==> config.mk <==
export PLATFORM = sky130hd
export DESIGN_NAME = llsd_top
export DESIGN_NICKNAME = d
export VERILOG_FILES = /design/src/include/llsd_pkg.sv /design/src/rtl/llsd_chan.sv /design/src/rtl/llsd_top.sv
export SDC_FILE = /design/constraint.sdc
export NUM_CORES = 1
export LEC_CHECK = 0
export BUFFER_PORTS_ARGS = -buffer_cell sky130_fd_sc_hd__buf_2
export CAP_MARGIN = 5
export CORE_MARGIN = 1.5
export CORE_UTILIZATION = 54
export DETAILED_ROUTE_END_ITERATION = 10
export PLACE_DENSITY = 0.77
export SYNTH_ARGS = -nofsm -noshare
export SYNTH_HDL_FRONTEND = slang
export SYNTH_HIERARCHICAL = 1
export SYNTH_SLANG_ARGS = --single-unit
==> constraint.sdc <==
create_clock -name clk_sys -period 4.9 [get_ports clk_sys]
set_input_delay 0.98 -clock clk_sys [delete_from_list [all_inputs] [get_ports clk_sys]]
set_output_delay 0.98 -clock clk_sys [all_outputs]
set_load 0.01 [all_outputs]
==> src/include/llsd_pkg.sv <==
`default_nettype none
package llsd_pkg;

    // ****************************************************************
    // Register map, byte addresses on APB.
    // ****************************************************************
    localparam logic [11:0] LLSD_ADR_CTRL = 12'h000;
    localparam logic [11:0] LLSD_ADR_STAT = 12'h004;
    localparam logic [11:0] LLSD_ADR_IEN  = 12'h008;
    localparam logic [11:0] LLSD_ADR_IST  = 12'h00C;

    // Control field positions, channel n starts at bit 8*n.
    localparam int LLSD_CH_STRIDE  = 8;
    localparam int LLSD_F_E3       = 0;
    localparam int LLSD_F_MUTE     = 1;
    localparam int LLSD_F_ADIS     = 2;
    localparam int LLSD_F_DDIS     = 3;
    // Status fields per channel.
    localparam int LLSD_F_DIG      = 0;
    localparam int LLSD_F_ANA      = 1;
    localparam int LLSD_F_COMB     = 2;
    // Interrupt bits: two per channel, 2*n + field.
    localparam int LLSD_I_COMB     = 0;
    localparam int LLSD_I_DRV      = 1;

    localparam logic [31:0] LLSD_CTRL_RST = 32'h0000_0000;
    localparam logic [3:0]  LLSD_IEN_RST  = 4'h0;

    // ****************************************************************
    // Detection counts, in line symbol periods.
    // ****************************************************************
    localparam logic [7:0] LLSD_ZERO_DECL = 8'd175;
    localparam logic [7:0] LLSD_WIN_LEN   = 8'd175;
    // More than 33 percent of the window must carry pulses.
    localparam logic [7:0] LLSD_DENS_MIN  =
        8'((32'd175 * 32'd33) / 32'd100 + 32'd1);
    localparam logic [7:0] LLSD_E3_DECL   = 8'd175;
    localparam logic [7:0] LLSD_E3_CLR    = 8'd175;

    // Line side inputs of one channel, all synchronous to clk_sys.
    typedef struct packed {
        logic sym_valid;   // One-cycle strobe per line symbol.
        logic pos;         // Recovered positive rail.
        logic neg;         // Recovered negative rail.
        logic level_low;   // Amplitude comparator, with hysteresis.
        logic rec_clk;     // Recovered clock level.
        logic ref_clk;     // Rate reference clock level.
        logic syn_clk;     // Internally synthesised rate clock level.
    } llsd_line_t;

    typedef struct packed {
        logic e3;
        logic mute;
        logic adis;
        logic ddis;
        logic one_freq;
    } llsd_cfg_t;

    typedef struct packed {
        logic dig_loss;
        logic ana_loss;
        logic comb_loss;
    } llsd_stat_t;

    typedef enum logic {
        LLSD_DIG_OK   = 1'b0,
        LLSD_DIG_LOSS = 1'b1
    } llsd_dig_t;

endpackage : llsd_pkg
`default_nettype wire

==> src/rtl/llsd_chan.sv <==
`timescale 1ns/1ps
`default_nettype none
module llsd_chan
    import llsd_pkg::*;
(
    input  wire logic       clk_sys,
    input  wire logic       arst_n,
    input  wire llsd_cfg_t  cfg,
    input  wire llsd_line_t line,
    output var  llsd_stat_t stat,
    output var  logic       rclk_out,
    output var  logic       rpos_out,
    output var  logic       rneg_out
);

    // ****************************************************************
    // Digital loss: zero run and pulse density window.
    // ****************************************************************
    llsd_dig_t  dig_r;
    llsd_dig_t  dig_nxt;
    logic [7:0] zrun_r;
    logic [7:0] win_r;
    logic [7:0] ones_r;
    logic       e3los_r;
    logic [7:0] e3cnt_r;
    logic       pulse;
    logic       zdecl;
    logic       win_end;
    logic       dense;
    logic       ana_w;
    logic       e3_diff;
    logic       e3_hit;
    logic       comb_w;

    assign pulse   = line.pos | line.neg;
    assign zdecl   = ~pulse && (zrun_r == LLSD_ZERO_DECL - 8'd1);
    assign win_end = (win_r == LLSD_WIN_LEN - 8'd1);
    // The pulse of the closing symbol counts towards the window.
    assign dense   = (ones_r + {7'd0, pulse}) >= LLSD_DENS_MIN;

    // Next digital state, only moved on a symbol strobe.
    always_comb begin
        dig_nxt = dig_r;
        case (dig_r)
            LLSD_DIG_OK: begin
                if (line.sym_valid && zdecl) begin
                    dig_nxt = LLSD_DIG_LOSS;
                end
            end
            LLSD_DIG_LOSS: begin
                if (line.sym_valid && win_end && dense) begin
                    dig_nxt = LLSD_DIG_OK;
                end
            end
            default: dig_nxt = LLSD_DIG_OK;
        endcase
    end

    // Zero run counts every symbol; the window runs only in loss and restarts on a sparse miss.
    always_ff @(posedge clk_sys or negedge arst_n) begin
        if (!arst_n) begin
            dig_r  <= LLSD_DIG_OK;
            zrun_r <= 8'd0;
            win_r  <= 8'd0;
            ones_r <= 8'd0;
        end else if (line.sym_valid) begin
            dig_r  <= dig_nxt;
            zrun_r <= (pulse || zdecl) ? 8'd0 : zrun_r + 8'd1;
            win_r  <= (win_end || dig_r == LLSD_DIG_OK) ? 8'd0
                                                       : win_r + 8'd1;
            ones_r <= (win_end || dig_r == LLSD_DIG_OK) ? 8'd0
                                          : ones_r + {7'd0, pulse};
        end
    end

    // ****************************************************************
    // Analog loss: follows comparator, or E3 timed declare and clear.
    // ****************************************************************
    assign e3_diff = line.level_low ^ e3los_r;
    assign e3_hit  = e3_diff && (e3cnt_r == (e3los_r ? LLSD_E3_CLR
                                                    : LLSD_E3_DECL)
                                            - 8'd1);

    // A restored period during the run restarts the count.
    always_ff @(posedge clk_sys or negedge arst_n) begin
        if (!arst_n) begin
            e3los_r <= 1'b0;
            e3cnt_r <= 8'd0;
        end else if (line.sym_valid) begin
            e3los_r <= e3los_r ^ e3_hit;
            e3cnt_r <= (e3_diff && !e3_hit) ? e3cnt_r + 8'd1 : 8'd0;
        end
    end

    assign ana_w  = cfg.e3 ? e3los_r : line.level_low;
    // Only both disables together suppress the channel's loss.
    assign comb_w = ~(cfg.adis & cfg.ddis) &
                    ((dig_r == LLSD_DIG_LOSS) | ana_w);

    // ****************************************************************
    // Registered status and receive outputs.
    // ****************************************************************
    always_ff @(posedge clk_sys or negedge arst_n) begin
        if (!arst_n) begin
            stat     <= '0;
            rclk_out <= 1'b0;
            rpos_out <= 1'b0;
            rneg_out <= 1'b0;
        end else begin
            stat.dig_loss  <= (dig_r == LLSD_DIG_LOSS);
            stat.ana_loss  <= ana_w;
            stat.comb_loss <= comb_w;
            rclk_out  <= !comb_w ? line.rec_clk :
                         (cfg.one_freq ? line.syn_clk
                                       : line.ref_clk);
            rpos_out  <= line.pos & ~(comb_w & cfg.mute);
            rneg_out  <= line.neg & ~(comb_w & cfg.mute);
        end
    end

endmodule : llsd_chan
`default_nettype wire

==> src/rtl/llsd_top.sv <==
// Functional notes
// - Declare digital loss after 175 zeros.
// - Clear digital loss above 33% density.
// - Analog loss bit follows comparator.
// - Combined loss is digital OR analog.
// - Combined loss drives pin and status.
// - Both disables suppress that channel only.
// - E3 declares after 175 low periods.
// - E3 declare within 10 to 255 UI.
// - E3 clear within 10 to 255 UI.
// - Loss puts reference clock on output.
// - Single-frequency loss uses synthesised clock.
// - Mute forces both rails to zero during loss.
// - Recovered data returns after loss clears.
// - Host select picks registers or pins.
// - Host mode active-low alarm interrupt.
//
// Design decisions made here: the APB register port and the placing of the registers.
`timescale 1ns/1ps
`default_nettype none
module llsd_top
    import llsd_pkg::*;
(
    input  wire logic             clk_sys,
    input  wire logic             arst_n,
    input  wire logic [11:0]      paddr,
    input  wire logic             psel,
    input  wire logic             penable,
    input  wire logic             pwrite,
    input  wire logic [31:0]      pwdata,
    output var  logic             pready,
    output var  logic [31:0]      prdata,
    output var  logic             pslverr,
    input  wire logic             control_source_select,
    input  wire logic [1:0]       hw_e3_select,
    input  wire logic             loss_data_mute,
    input  wire logic             single_frequency_operation,
    input  wire llsd_line_t [1:0] line_in,
    input  wire logic [1:0]       driver_fault_alarm,
    output var  logic [1:0]       receive_clock_out,
    output var  logic [1:0]       receive_positive_rail,
    output var  logic [1:0]       receive_negative_rail,
    output var  logic [1:0]       combined_receive_loss,
    output var  logic             host_int_n
);

    // ****************************************************************
    // Address decode.
    // ****************************************************************

    // True when the bus address selects the given register word.
    function automatic logic hit(input logic [11:0] a,
                                 input logic [11:0] off);
        hit = (a[11:2] == off[11:2]);
    endfunction : hit

    logic        acc;
    logic        hit_ctrl;
    logic        hit_stat;
    logic        hit_ien;
    logic        hit_ist;
    logic        mapped;
    logic        commit;
    logic        wr_ctrl;
    logic        wr_ien;
    logic        wr_ist;

    logic [31:0] ctrl_r;
    logic [3:0]  ien_r;
    logic [3:0]  ist_r;
    logic [3:0]  ist_nxt;
    logic [3:0]  ev;
    logic [1:0]  comb_d_r;
    logic [1:0]  drv_d_r;
    logic [31:0] stat_word;
    logic [31:0] rd_mux;

    llsd_cfg_t   cfg      [1:0];
    llsd_stat_t  ch_stat  [1:0];
    logic [1:0]  ch_comb;

    // The access phase takes two cycles: pready is a flop raised in
    // the second, so the read word and the error are registered too.
    assign acc      = psel & penable;
    assign commit   = acc & pready;
    assign hit_ctrl = hit(paddr, LLSD_ADR_CTRL);
    assign hit_stat = hit(paddr, LLSD_ADR_STAT);
    assign hit_ien  = hit(paddr, LLSD_ADR_IEN);
    assign hit_ist  = hit(paddr, LLSD_ADR_IST);
    assign mapped   = hit_ctrl | hit_stat | hit_ien | hit_ist;
    assign wr_ctrl  = commit & pwrite & hit_ctrl;
    assign wr_ien   = commit & pwrite & hit_ien;
    assign wr_ist   = commit & pwrite & hit_ist;

    // ****************************************************************
    // APB handshake and read data.
    // ****************************************************************

    // Read word for the addressed register; unmapped reads return 0.
    assign rd_mux = hit_ctrl ? ctrl_r                       :
                    hit_stat ? stat_word                    :
                    hit_ien  ? {28'd0, ien_r}               :
                    hit_ist  ? {28'd0, ist_r}               :
                               32'h0000_0000;

    // Ready follows the access cycle by one; it drops after the commit.
    always_ff @(posedge clk_sys or negedge arst_n) begin
        if (!arst_n) begin
            pready  <= 1'b0;
            prdata  <= 32'h0000_0000;
            pslverr <= 1'b0;
        end else begin
            pready  <= acc & ~pready;
            prdata  <= (acc & ~pready & ~pwrite) ? rd_mux
                                                 : 32'h0000_0000;
            pslverr <= acc & ~pready & ~mapped;
        end
    end

    // ****************************************************************
    // Control and interrupt enable registers.
    // ****************************************************************

    // Writes land only at the edge where pready is seen high.
    always_ff @(posedge clk_sys or negedge arst_n) begin
        if (!arst_n) begin
            ctrl_r <= LLSD_CTRL_RST;
            ien_r  <= LLSD_IEN_RST;
        end else begin
            if (wr_ctrl) begin
                ctrl_r <= pwdata;
            end
            if (wr_ien) begin
                ien_r <= pwdata[3:0];
            end
        end
    end

    // ****************************************************************
    // Channels.
    // ****************************************************************
    genvar ch;
    generate
        for (ch = 0; ch < 2; ch++) begin : g_ch
            localparam int B = ch * LLSD_CH_STRIDE;

            // Host mode takes E3, mute and the disables from the control word; single frequency is always the pin; pin mode the pins, with
            // detection always enabled since the disables have no pin.
            assign cfg[ch].e3   = control_source_select
                                ? ctrl_r[B + LLSD_F_E3]
                                : hw_e3_select[ch];
            assign cfg[ch].mute = control_source_select
                                ? ctrl_r[B + LLSD_F_MUTE]
                                : loss_data_mute;
            assign cfg[ch].adis = control_source_select
                                & ctrl_r[B + LLSD_F_ADIS];
            assign cfg[ch].ddis = control_source_select
                                & ctrl_r[B + LLSD_F_DDIS];
            assign cfg[ch].one_freq = single_frequency_operation;

            // Each instance owns all of its detection state.
            llsd_chan u_chan (
                .clk_sys  (clk_sys),
                .arst_n   (arst_n),
                .cfg      (cfg[ch]),
                .line     (line_in[ch]),
                .stat     (ch_stat[ch]),
                .rclk_out (receive_clock_out[ch]),
                .rpos_out (receive_positive_rail[ch]),
                .rneg_out (receive_negative_rail[ch])
            );

            assign ch_comb[ch] = ch_stat[ch].comb_loss;

            // Status word fields for this channel.
            assign stat_word[B + LLSD_F_DIG]  = ch_stat[ch].dig_loss;
            assign stat_word[B + LLSD_F_ANA]  = ch_stat[ch].ana_loss;
            assign stat_word[B + LLSD_F_COMB] = ch_stat[ch].comb_loss;
            assign stat_word[B + LLSD_CH_STRIDE - 1 :
                             B + LLSD_F_COMB + 1] = '0;

            // Rising edges of loss and of the driver alarm are events.
            assign ev[2*ch + LLSD_I_COMB] = ch_stat[ch].comb_loss
                                          & ~comb_d_r[ch];
            assign ev[2*ch + LLSD_I_DRV]  = driver_fault_alarm[ch]
                                          & ~drv_d_r[ch];
        end
    endgenerate

    assign stat_word[31:2*LLSD_CH_STRIDE] = '0;

    // ****************************************************************
    // Loss pins and alarm interrupt.
    // ****************************************************************

    // Write one to clear; an event in the same cycle keeps its bit.
    assign ist_nxt = (ist_r & ~(wr_ist ? pwdata[3:0] : 4'h0)) | ev;

    // The pin copy of combined loss is one flop behind the status bit,
    // which keeps the output free of logic after the flop.
    always_ff @(posedge clk_sys or negedge arst_n) begin
        if (!arst_n) begin
            comb_d_r              <= 2'b00;
            drv_d_r               <= 2'b00;
            ist_r                 <= 4'h0;
            combined_receive_loss <= 2'b00;
            host_int_n            <= 1'b1;
        end else begin
            comb_d_r              <= ch_comb;
            drv_d_r               <= driver_fault_alarm;
            ist_r                 <= ist_nxt;
            combined_receive_loss <= ch_comb;
            // The shared pin is only an interrupt in host mode.
            host_int_n <= ~(control_source_select
                            & |(ist_nxt & ien_r));
        end
    end

endmodule : llsd_top
`default_nettype wire
# Yosys cells after proc, flatten, opt, wreduce, memory -nomap -nowiden
# Index checks and enable logic that the tools add are counted.
# totals
register_bits,159
mem_count,0
out_inout_bits,43
inputBits,70
latch_bits,0
rom_bits,0
ram_bits,0
# op_classes
eq_ne,9
mul,0
muxes,30
n_div,0
n_reduce_logical,20
bitwise_logic,59
addsub,8
magnitude_cmp,2
shift,0
# ops
op,count
32-bit two-way mux,2
8-bit two-way mux,8
8-bit by 1-bit adder with 8-bit output (second input constant),6
8-bit equality test (second input constant),6
1-bit AND,28
10-bit by 2-bit equality test with 1-bit output (second input constant),2
8-bit by 1-bit adder with 8-bit output,2
8-bit by 6-bit greater-or-equal comparator with 1-bit output (second input constant),2
1-bit NOT,16
1-bit two-way mux,14
1-bit logical AND,12
4-bit two-way mux,3
11-bit two-way mux,1
10-bit by 1-bit equality test with 1-bit output (second input constant),1
10-bit logical NOT,1
4-bit AND,2
1-bit bitwise OR,7
1-bit logical OR,4
4-bit NOT,1
4-bit bitwise OR,1
1-bit one-hot mux with 2 select lines,2
4-bit OR reduction,1
1-bit bitwise XOR,4
1-bit logical NOT,2

# Depth between registers and ports, before layout
# Gate-level depths: netlist of run 1.
# logic_depth
word_depth,12
ltp_mapped,7
ltp_nobuf,6

# Cells and area by module
# The synthesis of run 1 kept the hierarchy.
# by_module_without_submodules
module,n_inst,cells_each,area_each_um2
llsd_chan,2,214,2155.8
llsd_top,1,221,3130.5

# Least setup slack after synthesis of run 1
# Ideal clock, no wire load.
# synth_timing
kind,input port to flip-flop
start,input paddr[11]
end,register prdata[15]
n_path_buf,2
required_time_ns,4.836
arrival_ns,2.618
stages,6
setup_slack_ns,2.218
cell_sequence,or4_4 > or4_4 > buf_6 > nor3_4 > buf_6 > and2_2
# synth_between
elab_chain_len,3
# synth_lines
element,line,rtl
"start, declared",llsd_top.sv:26,"input wire logic [11:0] paddr,"
10-bit logical NOT,llsd_top.sv:54,hit = (a[11:2] == off[11:2]);
32-bit two-way mux,llsd_top.sv:100,assign rd_mux = hit_ctrl ? ctrl_r :
32-bit two-way mux,llsd_top.sv:114,prdata <= (acc & ~pready & ~pwrite) ? rd_mux
"end signal, assigned",llsd_top.sv:114,
"end, declared",llsd_top.sv:32,"output var logic [31:0] prdata,"
# No other way between the ends.
# A chain may end at the register's enable or synchronous reset.

# Worst setup path in the final report of run 1
# layout_timing
start,input paddr[11]
end,register prdata[19]
# Same word-level chain as after synthesis.

==> results of run 1 <==
per-layer routing:
metal  share of wire, %  track usage, %  up-vias
li1                   -               -     2533
met1                 42            27.8     2620
met2                 52            39.0      189
met3                5.5            4.86       19
met4                1.0            7.50        0
met5                  0               0        -
final cells by class:
| class | instances | area, um^2 |
|---|---|---|
| inverters | 15 | 56.3 |
| repair buffers | 113 | 579 |
| clock inverters | 15 | 171 |
| multi-input cells | 446 | 3220 |
| fillers | 992 | 4700 |
| well taps | 176 | 220 |
| clock buffers | 17 | 425 |
| flip-flops and latches | 159 | 3980 |
synth_stat cells, types with 17 or more instances:
cell type / number
a21oi_1: 24
and2_2: 17
and3_1: 21
dfrtp_1: 158
mux2_2: 46
mux2i_1: 20
nand2_1: 40
nand3_1: 23
nor2_1: 35
o21ai_0: 21
cells by family (layout without fill, tap and decap cells):
group / count (synthesis) / after routing
AOI/OAI and AO/OA: 115 / 115
xor gates and xnor gates: 28 / 28
adders and majority gates: 16 / 16
buffers and inverters: 44 / 160
DFF: 159 / 159
muxes: 66 / 66
and+or+nand+nor: 221 / 221
registers in the layout, summed over array words and instances, names as in the netlist, 4 cells and up, named ones only:
register	flops
ctrl_r	32
prdata	32
g_ch.u_chan/win_r	16
ist_r	4
g_ch.u_chan/ones_r	16
g_ch.u_chan/stat	6
g_ch.u_chan/zrun_r	16
ien_r	4
g_ch.u_chan/e3cnt_r	16
worst max-delay path: cells and delay by family:
family	cells	cell delay, ns
AND/OR/NAND/NOR	4	2.02
buffers and inverters	1	0.09
power breakdown:
part,switching [mW],internal (mW),total (mW),leakage (nW)
combinational,0.169,0.135,0.304,1.84
clock,0.560,0.766,1.33,0.286
sequential,0.128,1.39,1.52,2.10
total,0.857,2.29,3.15,4.22
worst min-delay path by stage:
stage	start	endpoint	cells past startpoint
3_3_place_gp	g_ch[1].u_chan/stat[0]	combined_receive_loss[1]	0
5_1_grt	g_ch[1].u_chan/stat[0]	combined_receive_loss[1]	0
6_report	g_ch[1].u_chan/stat[0]	combined_receive_loss[1]	0
3_5_place_dp	g_ch[1].u_chan/stat[0]	combined_receive_loss[1]	0
4_1_cts	g_ch[1].u_chan/stat[0]	combined_receive_loss[1]	0
2_1_floorplan	g_ch[1].u_chan/stat[0]	combined_receive_loss[1]	0
per-stage QoR:
step           area [um^2]  hold slack (ns)  power (mW)  worst slack, ns  util [%]
4_1_cts               8650            0.399        3.18             2.15      64.8
3_3_place_gp          8050            0.387        1.82             1.75      60.3
2_1_floorplan         7440            0.366        1.73             2.22         -
3_5_place_dp          8050            0.385        1.84             1.72      60.3
5_1_grt               8650            0.429        3.29             2.05      64.8
6_report              8650            0.398        3.15             2.15      64.8
==> reports/qor.txt, run 1 <==
Cell taking the most area after synthesis = dfrtp_1
Max VDD drop = 0.000273 V
Top_reg_cell synth = dfrtp_1
Slowest stage delay, CP = 0.61 ns
Post-Syn Area per Cell = 11.5 um^2
DP HPWL = 10.9 mm
Final Skew = 0.00919 ns
Max Cap Viol = 0
Die width = 120 um
Gr ovfl total = 0
Vias in the first global route = 5440
Routed vias = 5361
Top area cells in the synthesized netlist = dfrtp_1 53%, mux2_2 7.0%, ha_1 2.7%
Std cell rows = 42
Crit path kind = in -> reg
Startpoint Class = input port
Post-synth top area share = 53.1%
Post-synthesis compound-gate area fraction = 10.6%
Largest family of logic cells by synthesized area = simple AND/OR/NAND/NOR gates
CTS resizes = 0
Gr usage total = 22.4%
FF-to-FF End = prdata[19]
Slew Limit Fails = 0
Post-synth EDFFs = 0
Area Growth Syn to Fin = 16.2%
DR pass1 iterations = 5
Post-Synth Adder-Cell Area = 2.69%
H-tree depth = 4
Setup Viol. Count Final = 0
Flops & latches, synth = 159
Wire per inst = 16.5 um
CP Cell Sequence = buf_2 > or4_4 > or4_4 > nor3_4 > and2_2
# diodes = 0
Worst r2r path cells = 4
Leakage power = 4.22 nW
Reg-to-Reg Start = pready
Ratio of cells with drive above 1 in the final layout = 29.2%
Worst Path Required = 5.25 ns
DRC viols = 0
Setup_tns = 0 ns
# IOs = 113
Critical path origin = paddr[11]
Tightest Hold Check Type = reg -> reg
Die ar. = 14500 um^2
Commonest cells after routing, fill and taps aside = 158 x dfrtp_1, 109 x buf_2, 46 x mux2_2, 40 x nand2_1, 35 x nor2_1
Hold bufs inserted after CTS = 0
CP Capture Type = register
WL final = 15.5 mm
Crit path DAT = 3.10 ns
Post-synthesis simple-gate area fraction = 17.0%
Antenna Nets Post-Route = 0
Reg2reg setup slack = 2.75 ns
Status = completed
CTS tree = done
Largest net degree at the start of global routing = 80
Vias per cell = 5.70
Max-slew headroom = 37.5%
Syn_nets = 735
Clock tree root buffer cell = clkbuf_16
Synth warn = 6
Worst-margin pin slew = 0.928 ns
Worst-path clk slew = 0.06 ns
First-pass GRT wire length = 25.7 mm
Fmax = 364 MHz
Nets = 838
Sequential fraction of the synthesis area = 53.5%
Crit path time final = 2.75 ns
PortBufs = 110
Cell Area, Synth = 7440 um^2
Commonest non-fill, non-tap cell in the layout = dfrtp_1
Slowest-stage cell, CP = nor3_4
Clk_lat worst skew = 0.42 ns
RSZ-0062 raised after global routing = no
Final Wtd Congestion = 0.851
Total power divided by cell area = 364 nW/um^2
Initial antenna violation count = 0
Starting Density = 55.8%
CP Capture Point = prdata[19]
Die height = 120 um
Post-Synth XOR/XNOR Area = 3.30%
Fin. Hold Viols = 0
Fraction of registers with async set/reset = 100%
Iter 0 DRT Violations = 354
Critical path peak fanout = 25
Yosys cell types = 54
Layout Cells excl Fill = 941
Post-Synthesis Cells = 649
Crit share post-route = 56.1%
Mux contribution to synthesized area = 9.65%
Clock sink count = 159
Core area = 13300 um^2
Most used cell, CP = or4_4
Post-CTS setup buffers = 0
CTS Buffer Depth = 2
CTS buffer count = 17
Placed cell count = 909
Power figures use the tool's default switching activity.
==> run 2: changes to the inputs <==
==> constraint.sdc (replaced) <==
create_clock -name clk_sys -period 2.6 [get_ports clk_sys]
set_input_delay 0.52 -clock clk_sys [delete_from_list [all_inputs] [get_ports clk_sys]]
set_output_delay 0.52 -clock clk_sys [all_outputs]
set_load 0.01 [all_outputs]
==> reports/qor.txt, run 2 (synthesis gave the netlist of run 1 again) <==
Status = completed
Max Cap Viol = 0
Commonest non-fill, non-tap cell in the layout = dfrtp_1
PortBufs = 110
Setup_tns = 0 ns
# diodes = 0
Fin. Hold Viols = 0
Max VDD drop = 0.000512 V
Worst r2r path cells = 5
Die width = 120 um
Std cell rows = 42
Crit path time final = 2.07 ns
# IOs = 113
Vias in the first global route = 5475
Pre-CTS setup slack = 0.103 ns
Clk pwr share = 42.4%
CTS Buffer Depth = 2
Placed cell count = 922
Clk_lat worst skew = 0.43 ns
Initial antenna violation count = 0
Final Util = 65.9%
Nets = 851
Top flop regs = ctrl_r (32), prdata (32)
Sw frac = 25.8%
Slew Limit Fails = 0
Worst Path Required = 2.88 ns
Area Growth Syn to Fin = 18.1%
Gr ovfl total = 0
Flop pwr share = 47.7%
Worst-path clk slew = 0.06 ns
Crit share post-route = 79.8%
CTS resizes = 0
Gr usage total = 22.6%
First-pass GRT wire length = 25.9 mm
Final Skew = 0.00470 ns
Final instance area = 8790 um^2
Total power divided by cell area = 685 nW/um^2
Iter 0 DRT Violations = 380
Critical path peak fanout = 7
CTS tree = done
Core area = 13300 um^2
Die ar. = 14500 um^2
Logic pwr share = 9.9%
Max-slew headroom = 64.2%
Setup Viol. Count Final = 0
Tightest Hold Check Type = in -> async
Post-CTS setup buffers = 0
Worst-margin pin slew = 0.524 ns
Crit path kind = in -> reg
Pint = 4.47 mW
Starting Density = 55.8%
Startpoint Class = input port
Crit path DAT = 2.36 ns
Final WS setup = 0.525 ns
Largest net degree at the start of global routing = 61
H-tree depth = 4
Grt peak-use layer = met2
Routed vias = 5372
Fmax = 482 MHz
Clock tree root buffer cell = clkbuf_16
Ratio of cells with drive above 1 in the final layout = 30.1%
Grt met1 use = 27.8%
Placement Cell Area = 8180 um^2
Final Wtd Congestion = 0.849
Die height = 120 um
Commonest cells after routing, fill and taps aside = 158 x dfrtp_1, 109 x buf_2, 46 x mux2_2, 40 x nand2_1, 35 x nor2_1
Psw = 1.55 mW
Met2 usage = 39.7%
RSZ-0062 raised after global routing = no
Vias per cell = 5.63
DR pass1 iterations = 5
WL final = 15.5 mm
CP Capture Type = register
Leakage power = 4.30 nW
Layout Cells excl Fill = 954
Clock sink count = 159
DP HPWL = 11.0 mm
Hold bufs inserted after CTS = 0
Met3 GRT Util = 4.15%
CTS buffer count = 17
Antenna Nets Post-Route = 0
Wire per inst = 16.2 um
DRC viols = 0
-- run 2: routing by layer --
metal,up-vias,part of all wire [%],routed length (um)
met5,-,0,0
met4,0,1.5,238
met3,21,4.4,685
met2,162,51,7920
met1,2641,43,6610
li1,2548,-,-
-- run 2: area by class of cell --
class | count | area [um^2]
inverter | 15 | 56.3
fill | 977 | 4560
clock inverter | 11 | 155
sequential | 159 | 3980
timing repair buffer | 126 | 702
multi-input combinational | 446 | 3220
clock buffer | 21 | 460
tap | 176 | 220
-- run 2: worst paths after layout --
check,start,endpoint,slack (ns)
max in group asynchronous,arst_n,g_ch[0].u_chan/e3cnt_r[4],1.73
worst max-delay path,line_in[4],g_ch[0].u_chan/dig_r,0.53
worst max register to register,g_ch[0].u_chan/ones_r[0],g_ch[0].u_chan/dig_r,0.64
worst min-delay path,arst_n,prdata[16],0.06
min in group clk_sys,driver_fault_alarm[1],drv_d_r[1],0.21
worst min register to register,g_ch[1].u_chan/stat[0],combined_receive_loss[1],0.40
-- run 2: metrics by stage --
step | hold slack (ns) | power, mW
5_1_grt | 0.0972 | 6.27
2_1_floorplan | 0.224 | 3.27
6_report | 0.0582 | 6.02
3_3_place_gp | 0.381 | 3.45
4_1_cts | 0.0669 | 6.07
3_5_place_dp | 0.391 | 3.50
-- run 2: critical path, cell delays in order --
cell and delay [ns]:
buf_2 0.10, or2_2 0.34, ha_1 0.28, and4bb_2 0.33
o211ai_1 0.09, a2111oi_0 0.52, o311ai_1 0.17
-- run 2: power groups by stage --
stage / sequential (mW) / combinational, mW / clock, mW
after floorplan: 2.77 / 0.495 / 0
after global placement: 2.89 / 0.561 / 0
after detailed placement: 2.91 / 0.593 / 0
after CTS: 2.87 / 0.599 / 2.60
after global routing: 2.90 / 0.672 / 2.69
final: 2.87 / 0.594 / 2.55
